### config.mk
export PLATFORM = sky130hd
export DESIGN_NAME = nvmc_access_ctrl
export DESIGN_NICKNAME = d
export VERILOG_FILES = /design/src/include/nvmc_pkg.sv /design/src/verilog/nvmc_prog_timer.sv /design/src/verilog/nvmc_access_ctrl.sv
export SDC_FILE = /design/constraint.sdc
export NUM_CORES = 1
export LEC_CHECK = 0
export BUFFER_PORTS_ARGS = -buffer_cell sky130_fd_sc_hd__buf_4
export CORE_MARGIN = 3
export CORE_UTILIZATION = 40
export DETAILED_ROUTE_END_ITERATION = 7
export SLEW_MARGIN = 20
export SYNTH_ARGS = -nofsm -noshare
export SYNTH_HDL_FRONTEND = slang
export SYNTH_SLANG_ARGS = --single-unit
### constraint.sdc
create_clock -name clk_sys_i -period 7.05 [get_ports clk_sys_i]
set_clock_uncertainty 0.2 [all_clocks]
set_input_delay 1.7625 -clock clk_sys_i [delete_from_list [all_inputs] [get_ports clk_sys_i]]
set_output_delay 1.7625 -clock clk_sys_i [all_outputs]
set_load 0.01 [all_outputs]
### src/include/nvmc_pkg.sv
// Constants, types and register map of the nonvolatile access control.
// Assumes a 125 MHz system clock and an AXI4-Lite register bus.
package nvmc_pkg;

  // ---------------------------------------------------------------
  // Register map (byte addresses)
  // ---------------------------------------------------------------
  localparam int unsigned AXI_AW     = 8;
  localparam int unsigned AXI_DW     = 32;
  localparam logic [7:0]  ADDR_CTRL  = 8'h00;
  localparam logic [7:0]  ADDR_KEY   = 8'h04;
  localparam logic [7:0]  ADDR_IRQST = 8'h08;
  localparam logic [7:0]  ADDR_IRQMK = 8'h0C;
  localparam logic [7:0]  ADDR_PTR   = 8'h10;
  localparam logic [7:0]  ADDR_INFO  = 8'h14;

  // ---------------------------------------------------------------
  // Control register fields
  // ---------------------------------------------------------------
  localparam int unsigned CTRL_TGT   = 7;
  localparam int unsigned CTRL_CFG   = 6;
  localparam int unsigned CTRL_RSV   = 5;
  localparam int unsigned CTRL_ERASE = 4;
  localparam int unsigned CTRL_ERR   = 3;
  localparam int unsigned CTRL_WEN   = 2;
  localparam int unsigned CTRL_WR    = 1;
  localparam int unsigned CTRL_RD    = 0;
  localparam logic [7:0]  CTRL_RST   = 8'h00;

  localparam logic [7:0]  KEY_FIRST  = 8'h55;
  localparam logic [7:0]  KEY_SECOND = 8'hAA;

  // ---------------------------------------------------------------
  // Interrupt status and mask fields
  // ---------------------------------------------------------------
  localparam int unsigned IRQ_W      = 3;
  localparam int unsigned IRQ_WDONE  = 0;
  localparam int unsigned IRQ_RDONE  = 1;
  localparam int unsigned IRQ_BAD    = 2;
  localparam logic [2:0]  IRQ_RST    = 3'h0;

  // Info register: bit 0 busy, bits 2:1 unlock state
  localparam int unsigned INFO_BUSY  = 0;
  localparam int unsigned INFO_KEY   = 1;

  // ---------------------------------------------------------------
  // Table pointer and targets
  // ---------------------------------------------------------------
  localparam int unsigned PTR_W      = 22;
  localparam int unsigned ERASE_LSB  = 6;
  localparam logic [21:0] PTR_RST    = 22'h000000;
  localparam logic [1:0]  TGT_EEPROM = 2'h0;
  localparam logic [1:0]  TGT_FLASH  = 2'h1;
  localparam logic [1:0]  TGT_CONFIG = 2'h2;

  localparam logic [1:0]  RESP_OKAY  = 2'h0;
  localparam logic [1:0]  RESP_SLVERR = 2'h2;

  // ---------------------------------------------------------------
  // Timing
  // ---------------------------------------------------------------
  localparam int unsigned CLK_MHZ     = 125;
  localparam int unsigned PROG_US     = 2000;
  localparam int unsigned PROG_CYCLES = PROG_US * CLK_MHZ;

  typedef enum logic [1:0] {
    KEY_LOCKED,
    KEY_HALF,
    KEY_OPEN
  } nvmc_key_t;

endpackage

### src/verilog/nvmc_prog_timer.sv
// Programming timer: runs a fixed number of cycles per start.
// Assumes start is only pulsed while the timer is idle.
`timescale 1ns/10ps
module nvmc_prog_timer #(
  parameter int unsigned CYCLES = 250000,
  parameter int unsigned CNT_W  = $clog2(CYCLES + 1)
) (
  input  wire logic clk_sys_i,
  input  wire logic rst_i,
  input  wire logic start_i,
  output logic      busy_o,
  output logic      done_o
);

  typedef struct packed {
    logic             busy;
    logic [CNT_W-1:0] cnt;
    logic             done;
  } nvmc_tmr_t;

  nvmc_tmr_t s;
  nvmc_tmr_t next_s;

  always_comb begin
    next_s      = s;
    next_s.done = 1'b0;
    if (start_i && !s.busy) begin
      next_s.busy = 1'b1;
      next_s.cnt  = CNT_W'(CYCLES - 1);
    end else if (s.busy) begin
      if (s.cnt == '0) begin
        next_s.busy = 1'b0;
        next_s.done = 1'b1;
      end else begin
        next_s.cnt = s.cnt - 1'b1;
      end
    end
  end

  always_ff @(posedge clk_sys_i or posedge rst_i) begin
    if (rst_i) begin
      s <= '0;
    end else begin
      s <= next_s;
    end
  end

  assign busy_o = s.busy;
  assign done_o = s.done;

endmodule

### src/verilog/nvmc_access_ctrl.sv
// Nonvolatile access control registers with AXI4-Lite slave.
// Assumes the memory array acts on the start and read pulses and
// that the processor honours the stall output.
`timescale 1ns/10ps
module nvmc_access_ctrl
  import nvmc_pkg::*;
#(
  parameter int unsigned PROG_TIME = PROG_CYCLES
) (
  input  wire logic              clk_sys_i,
  input  wire logic              rst_i,
  input  wire logic [AXI_AW-1:0] s_axi_awaddr_i,
  input  wire logic              s_axi_awvalid_i,
  output logic                   s_axi_awready_o,
  input  wire logic [AXI_DW-1:0] s_axi_wdata_i,
  input  wire logic [3:0]        s_axi_wstrb_i,
  input  wire logic              s_axi_wvalid_i,
  output logic                   s_axi_wready_o,
  output logic [1:0]             s_axi_bresp_o,
  output logic                   s_axi_bvalid_o,
  input  wire logic              s_axi_bready_i,
  input  wire logic [AXI_AW-1:0] s_axi_araddr_i,
  input  wire logic              s_axi_arvalid_i,
  output logic                   s_axi_arready_o,
  output logic [AXI_DW-1:0]      s_axi_rdata_o,
  output logic [1:0]             s_axi_rresp_o,
  output logic                   s_axi_rvalid_o,
  input  wire logic              s_axi_rready_i,
  output logic                   mem_start_o,
  output logic                   mem_erase_o,
  output logic [1:0]             mem_target_o,
  output logic [PTR_W-1:0]       mem_addr_o,
  output logic                   mem_read_o,
  output logic                   cpu_stall_o,
  output logic                   irq_o
);

  // ---------------------------------------------------------------
  // State
  // ---------------------------------------------------------------
  typedef struct packed {
    logic              aw_full;
    logic [AXI_AW-1:0] aw_addr;
    logic              w_full;
    logic [AXI_DW-1:0] w_data;
    logic [3:0]        w_strb;
    logic              bvalid;
    logic [1:0]        bresp;
    logic              rvalid;
    logic [1:0]        rresp;
    logic [AXI_DW-1:0] rdata;
    logic              tgt;
    logic              cfg;
    logic              erase;
    logic              err;
    logic              wen;
    logic              wr;
    logic              rd;
    nvmc_key_t         key;
    logic [IRQ_W-1:0]  irq_st;
    logic [IRQ_W-1:0]  irq_mask;
    logic [PTR_W-1:0]  ptr;
    logic              op_erase;
    logic [1:0]        op_tgt;
    logic [PTR_W-1:0]  op_addr;
    logic              start_p;
    logic              read_p;
  } nvmc_regs_t;

  nvmc_regs_t s;
  nvmc_regs_t next_s;

  logic tmr_done;

  // ---------------------------------------------------------------
  // Programming timer
  // ---------------------------------------------------------------
  nvmc_prog_timer #(
    .CYCLES (PROG_TIME)
  ) u_timer (
    .clk_sys_i (clk_sys_i),
    .rst_i     (rst_i),
    .start_i   (s.start_p),
    .busy_o    (),
    .done_o    (tmr_done)
  );

  // ---------------------------------------------------------------
  // Helpers
  // ---------------------------------------------------------------
  function automatic logic [1:0] sel_target(input logic tgt,
                                            input logic cfg);
    if (cfg) begin
      return TGT_CONFIG;
    end
    return tgt ? TGT_FLASH : TGT_EEPROM;
  endfunction

  function automatic logic [7:0] ctrl_image(input nvmc_regs_t r);
    logic [7:0] v;
    v             = CTRL_RST;
    v[CTRL_TGT]   = r.tgt;
    v[CTRL_CFG]   = r.cfg;
    v[CTRL_RSV]   = 1'b0;
    v[CTRL_ERASE] = r.erase;
    v[CTRL_ERR]   = r.err;
    v[CTRL_WEN]   = r.wen;
    v[CTRL_WR]    = r.wr;
    v[CTRL_RD]    = r.rd;
    return v;
  endfunction

  // ---------------------------------------------------------------
  // Next state
  // ---------------------------------------------------------------
  logic              aw_take;
  logic              w_take;
  logic              ar_take;
  logic              do_write;
  logic [AXI_AW-1:0] wa;
  logic [AXI_DW-1:0] wd;
  logic [3:0]        ws;
  logic [7:0]        b0;
  logic              wr_ok;

  always_comb begin
    next_s         = s;
    next_s.start_p = 1'b0;
    next_s.read_p  = 1'b0;
    aw_take  = s_axi_awvalid_i && s_axi_awready_o;
    w_take   = s_axi_wvalid_i && s_axi_wready_o;
    ar_take  = s_axi_arvalid_i && s_axi_arready_o;
    wa       = s.aw_full ? s.aw_addr : s_axi_awaddr_i;
    wd       = s.w_full ? s.w_data : s_axi_wdata_i;
    ws       = s.w_full ? s.w_strb : s_axi_wstrb_i;
    b0       = wd[7:0];
    wr_ok    = 1'b0;
    do_write = (s.aw_full || aw_take) && (s.w_full || w_take);

    // Address and data may arrive in either order
    if (aw_take) begin
      next_s.aw_full = 1'b1;
      next_s.aw_addr = s_axi_awaddr_i;
    end
    if (w_take) begin
      next_s.w_full = 1'b1;
      next_s.w_data = s_axi_wdata_i;
      next_s.w_strb = s_axi_wstrb_i;
    end
    if (s.bvalid && s_axi_bready_i) begin
      next_s.bvalid = 1'b0;
    end
    if (s.rvalid && s_axi_rready_i) begin
      next_s.rvalid = 1'b0;
    end

    // Register write
    if (do_write) begin
      next_s.aw_full = 1'b0;
      next_s.w_full  = 1'b0;
      next_s.bvalid  = 1'b1;
      next_s.bresp   = RESP_OKAY;
      unique case (wa)
        ADDR_CTRL: begin
          // Fields frozen while a cycle runs
          if (ws[0] && !s.wr) begin
            next_s.tgt   = b0[CTRL_TGT];
            next_s.cfg   = b0[CTRL_CFG];
            next_s.erase = b0[CTRL_ERASE];
            next_s.err   = b0[CTRL_ERR];
            next_s.wen   = b0[CTRL_WEN];
            if (b0[CTRL_RD] && !s.rd) begin
              if (!b0[CTRL_TGT] && !b0[CTRL_CFG]) begin
                next_s.rd = 1'b1;
              end
            end
            // Zero written to the start bit has no effect
            if (b0[CTRL_WR]) begin
              wr_ok = b0[CTRL_WEN] && (s.key == KEY_OPEN);
              next_s.err = 1'b1;
              next_s.key = KEY_LOCKED;
              if (wr_ok) begin
                next_s.wr       = 1'b1;
                next_s.start_p  = 1'b1;
                next_s.op_erase = b0[CTRL_ERASE];
                next_s.op_tgt   = sel_target(b0[CTRL_TGT],
                                             b0[CTRL_CFG]);
                next_s.op_addr  = b0[CTRL_ERASE]
                  ? {s.ptr[PTR_W-1:ERASE_LSB],
                     ERASE_LSB'(0)}
                  : s.ptr;
              end else begin
                next_s.irq_st[IRQ_BAD] = 1'b1;
              end
            end
          end
        end
        ADDR_KEY: begin
          // Only walks the unlock sequence, nothing is stored
          if (ws[0]) begin
            if (b0 == KEY_FIRST) begin
              next_s.key = KEY_HALF;
            end else if (b0 == KEY_SECOND && s.key == KEY_HALF) begin
              next_s.key = KEY_OPEN;
            end else begin
              next_s.key = KEY_LOCKED;
            end
          end
        end
        ADDR_IRQST: begin
          if (ws[0]) begin
            next_s.irq_st = s.irq_st & ~wd[IRQ_W-1:0];
          end
        end
        ADDR_IRQMK: begin
          if (ws[0]) begin
            next_s.irq_mask = wd[IRQ_W-1:0];
          end
        end
        ADDR_PTR: begin
          for (int i = 0; i < PTR_W; i++) begin
            if (ws[i / 8]) begin
              next_s.ptr[i] = wd[i];
            end
          end
        end
        ADDR_INFO: begin
        end
        default: begin
          next_s.bresp = RESP_SLVERR;
        end
      endcase
    end

    // Register read
    if (ar_take) begin
      next_s.rvalid = 1'b1;
      next_s.rresp  = RESP_OKAY;
      next_s.rdata  = '0;
      unique case (s_axi_araddr_i)
        ADDR_CTRL: begin
          next_s.rdata[7:0] = ctrl_image(s);
        end
        ADDR_KEY: begin
          next_s.rdata = '0;
        end
        ADDR_IRQST: begin
          next_s.rdata[IRQ_W-1:0] = s.irq_st;
        end
        ADDR_IRQMK: begin
          next_s.rdata[IRQ_W-1:0] = s.irq_mask;
        end
        ADDR_PTR: begin
          next_s.rdata[PTR_W-1:0] = s.ptr;
        end
        ADDR_INFO: begin
          next_s.rdata[INFO_BUSY]          = s.wr;
          next_s.rdata[INFO_KEY +: 2]      = s.key;
        end
        default: begin
          next_s.rresp = RESP_SLVERR;
        end
      endcase
    end

    // Hardware events last, so a set beats a software clear
    if (s.rd) begin
      next_s.rd                = 1'b0;
      next_s.read_p            = 1'b1;
      next_s.irq_st[IRQ_RDONE] = 1'b1;
    end
    if (tmr_done) begin
      next_s.wr                = 1'b0;
      next_s.err               = 1'b0;
      next_s.irq_st[IRQ_WDONE] = 1'b1;
      if (s.op_erase) begin
        next_s.erase = 1'b0;
      end
    end
  end

  // ---------------------------------------------------------------
  // Registers
  // ---------------------------------------------------------------
  always_ff @(posedge clk_sys_i or posedge rst_i) begin
    if (rst_i) begin
      s          <= '0;
      s.key      <= KEY_LOCKED;
      s.wen      <= 1'b0;
      s.irq_st   <= IRQ_RST;
      s.irq_mask <= IRQ_RST;
      s.ptr      <= PTR_RST;
    end else begin
      s <= next_s;
    end
  end

  // ---------------------------------------------------------------
  // Outputs
  // ---------------------------------------------------------------
  assign s_axi_awready_o = !s.aw_full && !s.bvalid;
  assign s_axi_wready_o  = !s.w_full && !s.bvalid;
  assign s_axi_bvalid_o  = s.bvalid;
  assign s_axi_bresp_o   = s.bresp;
  assign s_axi_arready_o = !s.rvalid;
  assign s_axi_rvalid_o  = s.rvalid;
  assign s_axi_rresp_o   = s.rresp;
  assign s_axi_rdata_o   = s.rdata;

  assign mem_start_o  = s.start_p;
  assign mem_erase_o  = s.op_erase;
  assign mem_target_o = s.op_tgt;
  assign mem_addr_o   = s.op_addr;
  assign mem_read_o   = s.read_p;
  assign cpu_stall_o  = s.wr;
  assign irq_o        = |(s.irq_st & s.irq_mask);

endmodule

==> flow_summary.yaml, run 1 <==
place:
  hpwl_um: 11100
  gp_routability_congestion: 0.829
  dpl.cell_count: 894
  io_buffers: 105
setup_path:
  start_kind: "input pin"
  r2r_cells: 6
  slowest_stage: "nor3_4"
  critPathMaxFanout: 12
  cp_data_arrival_time_ns: 4.28
  crit_family: "simple AND/OR/NAND/NOR gates"
  critPathMaxStageDelay_ns: 0.63
  critPathKind: "input pin to flop"
  cp.depth: 6
  crit_required_ns: 7.15
  cp-end-kind: "flop"
  worstPathCellList: "buf_4, or4_1, o22a_1, or3b_1, nor3_4, mux2_4"
  path_buf_inv: 1
timing:
  setup_viol_count_final: 0
  slew_violations: 0
  max_freq_ghz: 0.239
  hold_viol: 0
  tightestPinTransition_ns: 0.922
  maxSlewHeadroom_pct: 36.8
  tns_ns: 0
  rsz0062_at_grt: "no"
  period_needed_ns: 4.18
  min_period_over_period_pct: 59.2
global_route:
  track_usage_pct: 16.3
  grt_max_degree: 90
  overflow: 0
  grt_pass1_wl_um: 25500
  antenna_found_initial: 0
  grt_pass1_vias: 4853
layout:
  nFillCells: 1565
  drive_above_1_share_pct: 33.7
  finish.utilization_pct: 47.6
  nets: 748
  antenna_cells: 0
  area_delta_synth_final_pct: 16.5
  final_common_cell: "dfrtp_1"
  final_cell_mix: "dfrtp_1 (145), buf_4 (111), mux2_2 (78)"
  fin_cells: 926
detailed_routing:
  vias: 4897
  detail_route.first_pass.iterations: 7
  drt_iter0_drc: 304
  ant_nets: 0
  drt-total-wl_um: 15800
  wire_per_inst_um: 17.0
  drc: 0
  viasPerCell: 5.29
logic_synthesis:
  synthTopCellsByArea: "dfrtp_1 (51%), mux2_2 (12%), buf_4 (6.3%)"
  synthFlopType: "dfrtp_1"
  synth-seq-area-share_pct: 51.1
  syn_area_sq_um: 7100
  yosys.area.top_type: "dfrtp_1"
  syn_avg_cell_area_sq_um: 11.1
  ys_ff_latch: 145
  synthDistinctLibCells: 55
  netlist_instances: 639
  synth_edf_count: 0
  yosys.area.top_type_share_pct: 51.1
  async_flop_share_pct: 100
  yosysWarnings: 0
cts:
  cts_resized: 0
  worstSkewPairLatency_ns: 0.42
  htreeDepth: 4
  cts_sinks: 145
  clk_path_buf_depth: 2
  tritoncts: "yes"
  cts_root_buffer: "clkbuf_16"
  cts_setup_buffers: 0
  hold_buffers: 0
  cts.clk_slew.worst_paths_ns: 0.06
  numCtsBuffers: 17
power:
  powerDensity_nw_per_um2: 289
  ir_drop_mv: 0.180
  power.leakage_nw: 3.86
hold_path:
  hp-class: "flop to flop"
  hold-path-cell-count: 2
floorplan:
  fp.dieH_um: 139
  rows: 48
  initial_utilization_pct: 40.9
  io_pins: 129
  core_area_sq_um: 17400
  die_w_um: 139
  die_area_sq_um: 19400
job:
  cap_violations: 0
outcome:
  status: "finished, final reports clean"
[metrics by stage]
stage | hold WS [ns] | setup WS [ns] | power (mW) | area, sq um
after floorplan | 0.196 | 1.19 | 1.41 | 7140
after global placement | 0.263 | 2.46 | 1.53 | 7700
after detailed placement | 0.271 | 2.45 | 1.55 | 7700
after CTS | 0.285 | 2.90 | 2.42 | 8270
after global routing | 0.311 | 2.81 | 2.51 | 8270
final | 0.279 | 2.87 | 2.39 | 8270
[logic make-up after synthesis]
kind of cell / Yosys count / share of synthesized area, %
compound gates: 96 / 8.55
xor+xnor: 6 / 0.740
fa+ha+maj: 1 / 0.176
buf+inv: 103 / 8.69
flops: 145 / 51.1
mux: 110 / 17.7
other cells: 1 / 0.0528
simple gates: 177 / 13.0
[sequential cells by signal, summed over array words and instances, names as in the netlist]
signal          count
mem_erase_o         1
mem_read_o          1
u_timer.done_o      1
cpu_stall_o         1
u_timer.s          18
mem_start_o         1
s_axi_bresp_o       1
s_axi_rdata_o      22
mem_addr_o         22
u_timer.busy_o      1
s_axi_rresp_o       1
s_axi_rvalid_o      1
mem_target_o        2
s                  71
s_axi_bvalid_o      1
[worst reg2reg max path, stage by stage (launching register included)]
cell and delay (ns):
dfrtp_1 0.68, buf_4 0.44, mux2_2 0.23, o221ai_1 0.39, nor2_1 0.34, nor4b_1 0.60
mux2_2 0.41
[cell type report]
type / instances / area, sq um / share of cell area [%]
timing repair buffer: 111 / 833 / 10.1
clock buffer: 18 / 439 / 5.31
multi-input combinational: 402 / 2910 / 35.2
clock inverter: 14 / 130 / 1.57
inverter: 11 / 46.3 / 0.560
tap: 225 / 282 / 3.40
sequential: 145 / 3630 / 43.9
[synth_stat cells, drive strengths merged, types with 6 or more instances]
master	n
o31ai	8
a22oi	11
nand2	70
nand2b	8
clkbuf	26
xnor2	6
nor2b	6
mux2i	12
dfrtp	145
nor2	19
a21oi	9
inv	11
mux2	98
o21ai	41
buf	66
or4	9
nor4	11
nor3	14
nand3	12
[metal layers]
| metal | up-vias | wire length, um | global-route usage (%) |
|---|---|---|---|
| met3 | 16 | 799 | 4.54 |
| met5 | - | 0 | 0 |
| met2 | 145 | 7680 | 26.4 |
| met1 | 2427 | 7120 | 21.5 |
| met4 | 0 | 171 | 4.79 |
| li1 | 2309 | - | - |
[path summary, 6_finish.rpt]
check	from	to	slack [ns]
max	s_axi_awaddr_i[1]	s[38]	2.87
max reg2reg	s[138]	s[50]	3.64
min in group asynchronous	rst_i	s_axi_rresp_o[1]	1.31
min	s_axi_rdata_o[11]	s_axi_rdata_o[11]	0.28
min reg2reg	s_axi_rdata_o[11]	s_axi_rdata_o[11]	0.28
max in group asynchronous	rst_i	mem_addr_o[8]	4.06
[where the power goes]
| group | switching [mW] | internal [mW] | leakage, nW |
|---|---|---|---|
| logic | 0.234 | 0.249 | 1.67 |
| clock network | 0.358 | 0.498 | 0.266 |
| registers | 0.0958 | 0.956 | 1.92 |
No activity file was read; power rests on OpenSTA's default activity.
==> run 2, diff against run 1 <==
==> constraint.sdc (replaced) <==
create_clock -name clk_sys_i -period 4.3 [get_ports clk_sys_i]
set_clock_uncertainty 0.2 [all_clocks]
set_input_delay 1.075 -clock clk_sys_i [delete_from_list [all_inputs] [get_ports clk_sys_i]]
set_output_delay 1.075 -clock clk_sys_i [all_outputs]
set_load 0.01 [all_outputs]
==> flow_summary.yaml, run 2 (synthesis gave the netlist of run 1 again) <==
layout:
  antenna_cells: 0
  nets: 750
  finish.utilization_pct: 48.2
  final_common_cell: "dfrtp_1"
  nFillCells: 1546
  largest_reg_flops: 71
  area_delta_synth_final_pct: 17.8
  fin_area_sq_um: 8360
  top_register: "s"
  drive_above_1_share_pct: 33.9
  final_cell_mix: "dfrtp_1 (145), buf_4 (112), mux2_2 (78)"
detailed_routing:
  drt_iter0_drc: 288
  drt-total-wl_um: 15500
  ant_nets: 0
  vias: 4837
  detail_route.first_pass.iterations: 5
  drc: 0
  wire_per_inst_um: 16.7
  viasPerCell: 5.21
floorplan:
  rows: 48
  core_area_sq_um: 17400
  die_w_um: 139
  fp.dieH_um: 139
  initial_utilization_pct: 40.9
  io_pins: 129
  die_area_sq_um: 19400
timing:
  setup_viol_count_final: 0
  min_period_over_period_pct: 79.0
  max_freq_ghz: 0.294
  slew_violations: 0
  hold_viol: 0
  tns_ns: 0
  maxSlewHeadroom_pct: 38.5
  period_needed_ns: 3.40
  tightestPinTransition_ns: 0.914
  rsz0062_at_grt: "no"
cts:
  numCtsBuffers: 17
  clk_path_buf_depth: 2
  htreeDepth: 4
  tritoncts: "yes"
  worstSkewPairLatency_ns: 0.41
  cts.clk_slew.worst_paths_ns: 0.06
  hold_buffers: 0
  cts_setup_buffers: 0
  cts_resized: 0
  cts_root_buffer: "clkbuf_16"
  cts_sinks: 145
setup_path:
  cp_data_arrival_time_ns: 3.49
  critPathMaxFanout: 12
  r2r_setup_slack_ns: 1.00
  critPathKind: "input pin to flop"
  cp-end-kind: "flop"
  crit_family: "simple AND/OR/NAND/NOR gates"
  timing.rr.start: "s[138]"
  worstPathCellList: "buf_4, or4_1, o22a_1, or3b_1, nor3_2, mux2_2"
  critPathMaxStageDelay_ns: 0.59
  r2r_cells: 5
  crit_required_ns: 4.39
  slowest_stage: "or3b_1"
  path_buf_inv: 1
  r2r-end: "s[49]"
  start_kind: "input pin"
global_route:
  grt_pass1_wl_um: 25700
  grt_max_degree: 146
  track_usage_pct: 16.4
  grt_pass1_vias: 4882
  antenna_found_initial: 0
  overflow: 0
place:
  placedInstanceArea_sq_um: 7730
  hpwl_um: 11100
  io_buffers: 105
  gp_routability_congestion: 0.829
hold_path:
  worstHoldStart: "s_axi_rdata_o[2]"
  hold-path-cell-count: 2
  hp-class: "flop to flop"
  whs_endpoint: "s_axi_rdata_o[2]"
job:
  cap_violations: 0
power:
  power.leakage_nw: 3.91
  powerDensity_nw_per_um2: 490
  ir_drop_mv: 0.293
outcome:
  status: "finished, final reports clean"
[run 2: routing by layer]
layer,part of all wire (%),GRT usage [%],vias up
li1,-,-,2311
met3,4.8,4.64,11
met4,0.88,4.74,0
met2,49,26.1,147
met5,0,0,-
met1,46,22.1,2368
[run 2: area by class of cell]
cell class	count	area [sq um]	area share (%)
Clock buffer	17	425	5.09
Clock inverter	15	209	2.50
Inverter	11	45.0	0.539
Sequential cell	145	3630	43.4
Tap cell	225	282	3.37
Timing Repair Buffer	113	861	10.3
Multi-Input combinational cell	402	2910	34.8
[run 2: worst max path at each step]
stage	cells after the start	startpoint	slack, ns	to
2_1_floorplan	6	s_axi_awaddr_i[1]	0.95	s[35]
3_3_place_gp	6	s_axi_awaddr_i[1]	0.48	s[48]
3_5_place_dp	6	s_axi_awaddr_i[1]	0.49	s[48]
4_1_cts	6	s_axi_awaddr_i[1]	0.93	s[48]
5_1_grt	5	s[138]	0.79	s[49]
6_report	6	s_axi_awaddr_i[1]	0.90	s[48]
[run 2: worst register-to-register path: cells and delay by family (launching register included)]
kind | cells | cell delay (ns)
AND/OR/NAND/NOR | 2 | 0.93
multiplexers | 2 | 0.71
AO/OA/AOI/OAI | 1 | 0.40
flip-flops | 1 | 0.93
[run 2: power breakdown]
group / internal [mW] / switching [mW] / total (mW)
Sequential: 1.57 / 0.168 / 1.74
Combinational: 0.414 / 0.373 / 0.787
Clock: 0.981 / 0.590 / 1.57
[run 2: metrics by stage]
| step | hold slack, ns | power (mW) | instances | setup WS (ns) |
|---|---|---|---|---|
| after floorplan | 0.196 | 2.32 | 650 | 0.952 |
| after global placement | 0.262 | 2.51 | 896 | 0.485 |
| after detailed placement | 0.276 | 2.56 | 896 | 0.486 |
| after CTS | 0.290 | 4.14 | 928 | 0.935 |
| after global routing | 0.309 | 4.31 | 928 | 0.785 |
| final | 0.282 | 4.09 | 928 | 0.903 |
==> run 3, diff against run 2 <==
==> constraint.sdc (replaced) <==
create_clock -name clk_sys_i -period 3.5 [get_ports clk_sys_i]
set_clock_uncertainty 0.2 [all_clocks]
set_input_delay 0.875 -clock clk_sys_i [delete_from_list [all_inputs] [get_ports clk_sys_i]]
set_output_delay 0.875 -clock clk_sys_i [all_outputs]
set_load 0.01 [all_outputs]
==> flow_summary.yaml, run 3 (synthesis gave the netlist of run 1 again) <==
floorplan:
  fp.dieH_um: 139
  rows: 48
  io_pins: 129
  initial_utilization_pct: 40.9
  die_area_sq_um: 19400
  die_w_um: 139
  core_area_sq_um: 17400
global_route:
  track_usage_pct: 16.6
  antenna_found_initial: 0
  grt_pass1_vias: 5031
  overflow: 0
  grt_pass1_wl_um: 25900
  grt_max_degree: 57
layout:
  nets: 762
  area_delta_synth_final_pct: 18.6
  largest_reg_flops: 71
  top_register: "s"
  final_cell_mix: "dfrtp_1 (145), buf_4 (120), mux2_2 (78)"
  drive_above_1_share_pct: 34.8
  final_common_cell: "dfrtp_1"
  antenna_cells: 0
setup_path:
  critPathMaxStageDelay_ns: 0.59
  path_buf_inv: 1
  slowest_stage: "or4_1"
  r2r_setup_slack_ns: 0.52
  critPathMaxFanout: 14
  cp-end-kind: "flop"
  worstPathCellList: "or4_1, o22a_1, or3b_1, nor3_4, buf_12, mux2_4"
  start_kind: "flop"
  crit_family: "simple AND/OR/NAND/NOR gates"
  cp_data_arrival_time_ns: 3.08
  critPathKind: "flop to flop"
  crit_required_ns: 3.59
detailed_routing:
  drt_iter0_drc: 261
  vias: 4948
  drc: 0
  route.met2.wl_um: 7740
  ant_nets: 0
  detail_route.first_pass.iterations: 4
  wire_per_inst_um: 16.8
  drt-total-wl_um: 15800
  dr_wl_met3_um: 669
  viasPerCell: 5.28
  top_layer: "met4"
  met1Wirelength_um: 7130
job:
  cap_violations: 0
timing:
  period_needed_ns: 2.98
  holdWs_ns: 0.212
  maxSlewHeadroom_pct: 38.7
  slew_violations: 0
  setup_viol_count_final: 0
  tns_ns: 0
  hold_viol: 0
  max_freq_ghz: 0.335
  rsz0062_at_grt: "no"
  min_period_over_period_pct: 85.3
  tightestPinTransition_ns: 0.917
power:
  pwr-share-comb_pct: 21.1
  powerDensity_nw_per_um2: 573
  p_sw_mw: 1.35
  power.leakage_nw: 3.95
  clockPowerShare_pct: 35.1
  internal_power_mw: 3.47
  ir_drop_mv: 0.352
  seqPwrFrac_pct: 43.7
  p_sw_share_pct: 28.0
cts:
  hold_buffers: 0
  worstSkewPairLatency_ns: 0.41
  tritoncts: "yes"
  cts_setup_buffers: 0
  cts_resized: 0
  clk_path_buf_depth: 2
  cts_sinks: 145
  cts.clk_slew.worst_paths_ns: 0.06
  htreeDepth: 4
  numCtsBuffers: 17
  cts_root_buffer: "clkbuf_16"
hold_path:
  hp-class: "input pin to asynchronous set/reset pin"
place:
  hpwl_um: 11400
  io_buffers: 105
  gp_routability_congestion: 0.826
outcome:
  status: "finished, final reports clean"
## run 3: cell type report
class                   instances  area (sq um)
clock inverters                10          86.3
fillers                      1572          8940
repair buffers                125          1000
clock buffers                  20           467
flip-flops and latches        145          3630
inverters                      11          45.0
multi-input cells             402          2910
well taps                     225           282
## run 3: routing by layer
| metal | GRT usage [%] | up-vias |
|---|---|---|
| met5 | 0 | - |
| met2 | 27.4 | 107 |
| li1 | - | 2334 |
| met1 | 21.4 | 2488 |
| met4 | 5.61 | 0 |
| met3 | 4.05 | 19 |
## run 3: power by group through the flow
| stage | clock network [mW] | registers [mW] | logic, mW |
|---|---|---|---|
| 4_1_cts | 1.73 | 2.11 | 1.04 |
| 2_1_floorplan | 0 | 2.07 | 0.775 |
| 6_report | 1.70 | 2.11 | 1.02 |
| 5_1_grt | 1.81 | 2.15 | 1.12 |
| 3_3_place_gp | 0 | 2.11 | 0.999 |
| 3_5_place_dp | 0 | 2.14 | 1.03 |
## run 3: worst register-to-register path: stages, from the launching register on
cell	delay, ns
dfrtp_1	0.55
or4_1	0.59
o22a_1	0.25
or3b_1	0.55
nor3_4	0.25
buf_12	0.17
mux2_4	0.31
## run 3: final timing paths
path / start / endpoint / cells past startpoint
setup / recovery: s[147] / s[35] / 6
hold / removal: rst_i / mem_addr_o[11] / 2
setup reg to reg: s[147] / s[35] / 6
hold reg to reg: s_axi_rdata_o[9] / s_axi_rdata_o[9] / 2
max in group asynchronous: rst_i / mem_addr_o[2] / 3
min in group clk_sys_i: s_axi_rdata_o[9] / s_axi_rdata_o[9] / 2
## run 3: through the flow
stage	instance area [sq um]	std cells	setup slack, ns	total power, mW	utilization [%]
2_1_floorplan	7140	650	0.352	2.84	-
3_3_place_gp	7870	908	0.187	3.11	45.3
3_5_place_dp	7870	908	0.148	3.17	45.3
6_report	8420	938	0.515	4.83	48.5
4_1_cts	8420	938	0.501	4.88	48.5
5_1_grt	8420	938	0.388	5.08	48.5
